`src/pkg/ldd_pkg.sv`:
```
package ldd_pkg;

  localparam int CH_W         = 16;   // sink channels per device
  localparam int CLK_NS       = 100;  // clk_sys period
  localparam int STEP_NS      = 20;   // turn-on stagger per channel
  localparam int DIAG_NS      = 2000; // least gate time in reduced-current test
  // longest step rounds down, least time rounds up, neither below one cycle
  localparam int STEP_CYC     = (STEP_NS / CLK_NS) > 0 ? (STEP_NS / CLK_NS) : 1;
  localparam int DIAG_CYC     = ((DIAG_NS + CLK_NS - 1) / CLK_NS) > 0 ?
                                ((DIAG_NS + CLK_NS - 1) / CLK_NS) : 1;
  localparam int SCK_HALF_DEF = 4;    // host serial clock half period in cycles

  // clock pulses given while the load strobe is high
  localparam logic [1:0] SEL_TEMP  = 2'h0;
  localparam logic [1:0] SEL_OPEN  = 2'h1;
  localparam logic [1:0] SEL_SHORT = 2'h2;
  localparam logic [1:0] SEL_DIAG  = 2'h3;

  localparam logic [15:0] ALL_ON    = 16'hffff;
  localparam logic [15:0] SHIFT_RST = 16'hffff;
  localparam logic [15:0] DISP_RST  = 16'h0000;
  localparam logic [7:0]  STG_MAX   = 8'hff;

  typedef enum logic [1:0] {
    DS_NORMAL,
    DS_ARMED,
    DS_TEST,
    DS_DONE
  } ldd_dstate_t;

  typedef enum logic [1:0] {
    OP_FRAME,
    OP_SELECT,
    OP_DIAG
  } ldd_op_t;

  typedef enum logic [3:0] {
    H_IDLE,
    H_SHIFT_LO,
    H_SHIFT_HI,
    H_LD_RISE,
    H_PULSE_HI,
    H_PULSE_LO,
    H_LD_FALL,
    H_TEST,
    H_DONE
  } ldd_hstate_t;

endpackage

```
`src/pkg/ldd_link_if.sv`:
```
`timescale 1ns/1ps
interface ldd_link_if;
  logic serial_clk;
  logic chain_serial_in;
  logic chain_serial_out;
  logic load_strobe;
  logic drive_gate_n;

  modport dev (
    input  serial_clk,
    input  chain_serial_in,
    input  load_strobe,
    input  drive_gate_n,
    output chain_serial_out
  );

  modport host (
    output serial_clk,
    output chain_serial_in,
    output load_strobe,
    output drive_gate_n,
    input  chain_serial_out
  );
endinterface

```
`src/hdl/ldd_dev_end.sv`:
```
`timescale 1ns/1ps
module ldd_dev_end #(
  parameter int CH = ldd_pkg::CH_W
) (
  input  wire logic          clk_sys,              // system clock
  input  wire logic          resetn,               // async reset
  input  wire logic          ce,                   // clock enable
  input  wire logic [CH-1:0] led_open_n,           // open-load sense, 0 = open
  input  wire logic [CH-1:0] led_short_n,          // short sense, 0 = short
  input  wire logic          temp_ok,              // 0 = overheated
  output logic      [CH-1:0] sink_outputs,         // 1 = channel sinks
  output logic               reduced_test_current, // low-current test active
  ldd_link_if.dev            link                  // serial chain pins
);

  ////////////////////////////////////////////////////////////////////////////
  // pin edge detection

  logic sclk_q_r;
  logic ld_q_r;
  logic gate_n_q_r;
  logic sclk_rise;
  logic ld_rise;
  logic ld_fall;
  logic gate_fall;
  logic gate_rise;

  always_comb
  begin
    sclk_rise = link.serial_clk & ~sclk_q_r;
    ld_rise   = link.load_strobe & ~ld_q_r;
    ld_fall   = ~link.load_strobe & ld_q_r;
    gate_fall = ~link.drive_gate_n & gate_n_q_r;
    gate_rise = link.drive_gate_n & ~gate_n_q_r;
  end

  always_ff @(posedge clk_sys or negedge resetn)
  begin
    if (!resetn)
    begin
      sclk_q_r   <= 1'b0;
      ld_q_r     <= 1'b0;
      gate_n_q_r <= 1'b1;
    end
    else if (ce)
    begin
      sclk_q_r   <= link.serial_clk;
      ld_q_r     <= link.load_strobe;
      gate_n_q_r <= link.drive_gate_n;
    end
  end

  ////////////////////////////////////////////////////////////////////////////
  // shift path, latches, diagnosis sequence

  ldd_pkg::ldd_dstate_t st_r;
  ldd_pkg::ldd_dstate_t st_nxt;
  logic [CH-1:0] shift_r;
  logic [CH-1:0] shift_nxt;
  logic [CH-1:0] disp_r;
  logic [CH-1:0] disp_nxt;
  logic [CH-1:0] saved_r;
  logic [CH-1:0] saved_nxt;
  logic [CH-1:0] open_rep_r;
  logic [CH-1:0] open_rep_nxt;
  logic [CH-1:0] short_rep_r;
  logic [CH-1:0] short_rep_nxt;
  logic          temp_r;
  logic          temp_nxt;
  logic [1:0]    pulses_r;
  logic [1:0]    pulses_nxt;
  logic          fresh_r;
  logic          fresh_nxt;
  logic          sdo_r;
  logic          sdo_nxt;
  logic          low_cur_r;
  logic          low_cur_nxt;
  logic [CH-1:0] pattern;

  // pattern that the sinks show; the test itself lights every channel
  always_comb
  begin
    if (st_r == ldd_pkg::DS_TEST)
      pattern = ldd_pkg::ALL_ON[CH-1:0];
    else
      pattern = disp_r;
  end

  always_comb
  begin
    st_nxt        = st_r;
    shift_nxt     = shift_r;
    disp_nxt      = disp_r;
    saved_nxt     = saved_r;
    open_rep_nxt  = open_rep_r;
    short_rep_nxt = short_rep_r;
    temp_nxt      = temp_r;
    pulses_nxt    = pulses_r;
    fresh_nxt     = fresh_r;
    low_cur_nxt   = low_cur_r;

    if (sclk_rise)
    begin
      shift_nxt = {link.chain_serial_in, shift_r[CH-1:1]};
      fresh_nxt = fresh_r | ~link.load_strobe;
      if (link.load_strobe && pulses_r != ldd_pkg::SEL_DIAG)
        pulses_nxt = pulses_r + 2'h1;
    end

    if (ld_rise)
    begin
      pulses_nxt = 2'h0;
      fresh_nxt  = 1'b0;
      // only a newly shifted frame reaches the display; a strobe that just
      // selects a report or a test keeps the pattern being shown
      if (st_r == ldd_pkg::DS_NORMAL && fresh_r)
        disp_nxt = shift_r;
    end

    if (gate_rise)
    begin
      temp_nxt      = temp_ok;
      // channels that were dark cannot be judged and read as one
      open_rep_nxt  = led_open_n | ~pattern;
      short_rep_nxt = led_short_n | ~pattern;
      if (st_r == ldd_pkg::DS_TEST)
      begin
        st_nxt      = ldd_pkg::DS_DONE;
        low_cur_nxt = 1'b0;
      end
    end

    if (ld_fall)
    begin
      unique case (pulses_r)
        ldd_pkg::SEL_OPEN:  shift_nxt = open_rep_r;
        ldd_pkg::SEL_SHORT: shift_nxt = short_rep_r;
        ldd_pkg::SEL_DIAG:  shift_nxt = shift_r;
        ldd_pkg::SEL_TEMP:  shift_nxt = {{(CH-1){1'b1}}, temp_r};
      endcase
      if (pulses_r == ldd_pkg::SEL_DIAG && st_r == ldd_pkg::DS_NORMAL)
      begin
        st_nxt    = ldd_pkg::DS_ARMED;
        saved_nxt = disp_r;
      end
      else if (st_r == ldd_pkg::DS_DONE)
      begin
        st_nxt   = ldd_pkg::DS_NORMAL;
        disp_nxt = saved_r;
      end
    end

    // the strobe fall that arms the test and the gate fall may share a cycle
    if (gate_fall && st_nxt == ldd_pkg::DS_ARMED)
    begin
      st_nxt      = ldd_pkg::DS_TEST;
      low_cur_nxt = 1'b1;
    end

    sdo_nxt = shift_nxt[0];
  end

  always_ff @(posedge clk_sys or negedge resetn)
  begin
    if (!resetn)
    begin
      st_r        <= ldd_pkg::DS_NORMAL;
      shift_r     <= ldd_pkg::SHIFT_RST[CH-1:0];
      disp_r      <= ldd_pkg::DISP_RST[CH-1:0];
      saved_r     <= ldd_pkg::DISP_RST[CH-1:0];
      open_rep_r  <= ldd_pkg::ALL_ON[CH-1:0];
      short_rep_r <= ldd_pkg::ALL_ON[CH-1:0];
      temp_r      <= 1'b1;
      pulses_r    <= 2'h0;
      fresh_r     <= 1'b0;
      sdo_r       <= 1'b1;
      low_cur_r   <= 1'b0;
    end
    else if (ce)
    begin
      st_r        <= st_nxt;
      shift_r     <= shift_nxt;
      disp_r      <= disp_nxt;
      saved_r     <= saved_nxt;
      open_rep_r  <= open_rep_nxt;
      short_rep_r <= short_rep_nxt;
      temp_r      <= temp_nxt;
      pulses_r    <= pulses_nxt;
      fresh_r     <= fresh_nxt;
      sdo_r       <= sdo_nxt;
      low_cur_r   <= low_cur_nxt;
    end
  end

  assign link.chain_serial_out = sdo_r;
  assign reduced_test_current  = low_cur_r;

  ////////////////////////////////////////////////////////////////////////////
  // staggered turn-on limits inrush when the gate opens

  function automatic logic [7:0] on_delay(input int idx);
    on_delay = 8'(idx * ldd_pkg::STEP_CYC);
  endfunction

  logic [7:0]    stg_r;
  logic [7:0]    stg_nxt;
  logic [CH-1:0] sink_r;
  logic [CH-1:0] sink_nxt;

  always_comb
  begin
    if (link.drive_gate_n)
      stg_nxt = 8'h00;
    else if (stg_r != ldd_pkg::STG_MAX)
      stg_nxt = stg_r + 8'h01;
    else
      stg_nxt = stg_r;
    for (int i = 0; i < CH; i++)
      sink_nxt[i] = pattern[i] & ~link.drive_gate_n & (stg_r >= on_delay(i));
  end

  always_ff @(posedge clk_sys or negedge resetn)
  begin
    if (!resetn)
    begin
      stg_r  <= 8'h00;
      sink_r <= '0;
    end
    else if (ce)
    begin
      stg_r  <= stg_nxt;
      sink_r <= sink_nxt;
    end
  end

  assign sink_outputs = sink_r;

endmodule

```
`src/flat_wrapper.sv`:
```
// flat-port wrapper written by rule: the top's interface ports become plain ports
module ldd_dev_end_flat 
#(
  parameter int CH = ldd_pkg::CH_W
)
  (clk_sys, resetn, ce, led_open_n, led_short_n, temp_ok, sink_outputs, reduced_test_current, link_serial_clk, link_chain_serial_in, link_load_strobe, link_drive_gate_n, link_chain_serial_out);
  ldd_link_if link_i ();
  input  wire logic clk_sys;
  input  wire logic resetn;
  input  wire logic ce;
  input  wire logic [CH-1:0] led_open_n;
  input  wire logic [CH-1:0] led_short_n;
  input  wire logic temp_ok;
  output logic      [CH-1:0] sink_outputs;
  output logic reduced_test_current;
  input wire logic [$bits(link_i.serial_clk)-1:0] link_serial_clk;
  input wire logic [$bits(link_i.chain_serial_in)-1:0] link_chain_serial_in;
  input wire logic [$bits(link_i.load_strobe)-1:0] link_load_strobe;
  input wire logic [$bits(link_i.drive_gate_n)-1:0] link_drive_gate_n;
  output wire logic [$bits(link_i.chain_serial_out)-1:0] link_chain_serial_out;
  assign link_i.serial_clk = link_serial_clk;
  assign link_i.chain_serial_in = link_chain_serial_in;
  assign link_i.load_strobe = link_load_strobe;
  assign link_i.drive_gate_n = link_drive_gate_n;
  assign link_chain_serial_out = link_i.chain_serial_out;
  ldd_dev_end #(.CH(CH)) u_core (.clk_sys(clk_sys), .resetn(resetn), .ce(ce), .led_open_n(led_open_n), .led_short_n(led_short_n), .temp_ok(temp_ok), .sink_outputs(sink_outputs), .reduced_test_current(reduced_test_current), .link(link_i));
endmodule
```
`config.mk`:
```
export PLATFORM = sky130hd
export DESIGN_NAME = ldd_dev_end_flat
export DESIGN_NICKNAME = d
export VERILOG_FILES = /design/src/pkg/ldd_pkg.sv /design/src/pkg/ldd_link_if.sv /design/src/hdl/ldd_dev_end.sv /design/src/flat_wrapper.sv
export SDC_FILE = /design/constraint.sdc
export NUM_CORES = 1
export LEC_CHECK = 0
export ABC_CLOCK_PERIOD_IN_PS = 3100
export BUFFER_PORTS_ARGS = -buffer_cell sky130_fd_sc_hd__clkbuf_2
export CAP_MARGIN = 40
export CORE_MARGIN = 8
export CORE_UTILIZATION = 63
export CTS_CLUSTER_SIZE = 20
export DETAILED_ROUTE_END_ITERATION = 8
export PLACE_DENSITY = 0.93
export SLEW_MARGIN = 5
export SYNTH_ARGS = -nofsm -noshare
export SYNTH_HDL_FRONTEND = slang
export SYNTH_SLANG_ARGS = --single-unit
```
`constraint.sdc`:
```
create_clock -name clk_sys -period 3.1 [get_ports clk_sys]
set_input_delay 0.155 -clock clk_sys [delete_from_list [all_inputs] [get_ports clk_sys]]
set_output_delay 0.155 -clock clk_sys [all_outputs]
set_load 0.05 [all_outputs]
```
==> flow_summary.toml <==
[floorplanning]
row_count = 33
dieArea_um2 = 11600
core_um2 = 8180
pin_count = 58
start_util_pct = 64.6
die_y_um = 108
dieWidth_um = 108

[clock_tree]
clock_sinks = 114
worstSkewPairLatency_ns = 0.53
clkSlewWorstSetupHoldPaths_ns = 0.06
numCtsBuffers = 17
cts_tree = "built"
h-tree-depth = 4
clk_path_buf_depth = 2
cts_root_buf = "clkbuf_8"

[timing]
fin_crit_ns = 2.24
setup_violations = 0
rsz0062_at_grt = "false"
hold_viol_final = 0
post-route-period-util_pct = 72.2
hold_ws_ns = 0.0483
final.setup_skew_ns = 0.00592
slew-limit-headroom_pct = 45.1
drv_slew = 0
setup-tns-final_ns = 0
tightest_slew_ns = 0.821
fmax_mhz = 447

[global_routing]
grtUsageTotal_pct = 25.7
grt_pass1_vias = 4681
grt_max_degree = 64
overflow = 0
antenna_found_initial = 0
grt_pass1_wl_um = 23400

[cells_and_area]
finalNonFillerCells = 699
final_common_cell = "o21ai_0"
fill_cells = 437
layout_common_cells = "o21ai_0 (77), dfrtp_1 (64), clkbuf_2 (56), dfstp_2 (50), dlygate4sd3_1 (37)"
final_area_um2 = 6590
area.sequential_um2 = 2920
num_antenna_cells = 0
drive_above_1_share_pct = 26.9
multi_input_area_um2 = 2110
final_nets = 628
syn_to_final_growth_pct = 24.8

[yosys]
synthMuxAreaShare_pct = 6.89
yosysWarnings = 0
synthXorXnorAreaFrac_pct = 0
synth_edf_count = 0
async_flop_share_pct = 100
synth.distinct_cells = 49
synth_top_family_by_area = "compound AO/OA/AOI/OAI gates"
yosysSeqAreaShare_pct = 55.2
synth_fa_ha_area_share_pct = 1.66
synth_top_area_share_pct = 30.3
synth_area_leader_cell = "dfrtp_1"
synthTopCellsByArea = "dfrtp_1 (30%), dfstp_2 (25%), o21ai_0 (7.3%)"
synth-simple-area-share_pct = 8.08
ys_ff_latch = 114
synth-compound-area-share_pct = 23.3
synth_nets = 541
netlist_instances = 494
synth.avg_cell_area_um2 = 10.7
ys.flop_type = "dfrtp_1"
netlist_area_um2 = 5280

[hold_path]
hp-class = "in -> reg"

[route]
antenna_left = 0
vias = 4492
drt_iter0_drc = 417
vias_per_cell = 6.43
wl_per_cell_um = 19.9
drc_errors = 0
drtPass1Iterations = 5
routed_wl_um = 13900

[power_and_ir_drop]
irDropWorstVdd_mv = 0.527
leakage_nw = 2.81
power.density_nw_per_um2 = 828

[placement]
dpl.hpwl_um = 8290
place_congestion = 0.863
dp_cells = 629
portBuffers = 57
place_area_um2 = 5620

[worst_setup_path]
worstPathArrival_ns = 2.60
start_kind = "register"
cp_max_fo = 8
crit_path_end_kind = "register"
crit_type = "reg -> reg"
required_ns = 3.47

[run_status]
status = "finished, final reports clean"

[flow_run]
max-cap-violations = 0
## power breakdown
| group | internal (mW) | switching [mW] |
|---|---|---|
| sequential | 2.07 | 0.358 |
| combinational | 0.463 | 0.604 |
| clock | 1.31 | 0.654 |
| total | 3.84 | 1.62 |
## synthesized netlist by cell type, types with 2 or more instances
library cell and number:
inv_1 28, nor3b_1 2, mux2_1 10, nand3_1 3
o21ai_0 77, nand4_1 3, a32o_1 2, nor2_1 21
buf_1 3, o2bb2ai_1 11, buf_4 2, a31o_2 3
nand2b_1 4, nor2b_1 3, and3_1 7, a22oi_1 16
a21o_1 3, and4_1 2, a211oi_1 2, a31oi_1 4
mux2_2 9, clkbuf_1 20, mux2i_1 15, ha_1 7
a21oi_1 28, dfrtp_1 64, o221ai_1 2, a221oi_1 2
buf_2 8, o22a_1 32, nand2_1 30, dfstp_2 50
nor3_1 4, clkbuf_2 2
## flip-flops by register name, indices dropped and copies added, names as in the netlist
name and cells:
u_core.sclk_q_r 1, u_core.stg_r 8, u_core.pulses_r 2, u_core.sink_outputs 16, u_core.saved_r 16, u_core.ld_q_r 1, u_core.short_rep_r 16, u_core.open_rep_r 16
u_core.shift_r 15, u_core.fresh_r 1, u_core.gate_n_q_r 1, u_core.disp_r 16, u_core.st_r 2, u_core.reduced_test_current 1, u_core.link.chain_serial_out 1, u_core.temp_r 1
## cells by family after synthesis
group                    count (synthesis)
flip-flops                             114
adder cells (fa/ha/maj)                  7
AO/OA/AOI/OAI                          189
multiplexers                            34
buffers and inverters                   63
AND/OR/NAND/NOR                         87
## per-stage QoR
step,utilization [%],setup WS (ns),power [mW]
final,80.6,0.863,5.46
after floorplan,-,1.41,3.05
after CTS,80.5,0.995,5.44
after global routing,80.6,0.803,5.68
after global placement,68.8,1.14,3.32
after detailed placement,68.8,1.03,3.41
## worst max-delay path: stages, from the launching register on
cell	delay, ns
dfrtp_1	0.45
nor4_1	0.72
nand2b_1	0.38
o221ai_1	0.35
o21ai_0	0.18
## metal layers
metal | GRT usage [%] | part of all wire (%) | up-vias
li1 | - | - | 1971
met1 | 30.3 | 38 | 2213
met2 | 41.3 | 50 | 263
met3 | 6.83 | 8.2 | 45
met4 | 15.4 | 4.0 | 0
met5 | 0 | 0 | -
## layout make-up
| cell class | instances | share of cell area (%) |
|---|---|---|
| clock buffer | 27 | 7.46 |
| clock inverter | 5 | 1.52 |
| inverter | 28 | 1.59 |
| multi-input combinational | 317 | 32.0 |
| sequential | 114 | 44.2 |
| tap | 105 | 1.99 |
| timing repair buffer | 103 | 11.2 |
## what timing repair did
action,CTS,global route
hold buffers,37,0
hold endpoints to repair,56,0
resized for setup,0,0
setup buffers,0,0
## final timing paths
path | startpoint | endpoint | slack [ns] | cells past startpoint
min in group asynchronous | resetn | u_core.sclk_q_r$_DFFE_PN0P_ | 0.20 | 2
setup reg to reg | u_core.stg_r[4]$_DFFE_PN0P_ | u_core.sink_outputs[4]$_DFFE_PN0P_ | 0.86 | 4
setup / recovery | u_core.stg_r[4]$_DFFE_PN0P_ | u_core.sink_outputs[4]$_DFFE_PN0P_ | 0.86 | 4
max in group asynchronous | resetn | u_core.open_rep_r[10]$_DFFE_PN1P_ | 2.10 | 3
hold / removal | link_chain_serial_in | u_core.shift_r[15]$_DFFE_PN1P_ | 0.05 | 4
hold reg to reg | u_core.sink_outputs[10]$_DFFE_PN0P_ | u_core.sink_outputs[10]$_DFFE_PN0P_ | 0.49 | 1
(Power assumes the default switching activity.)
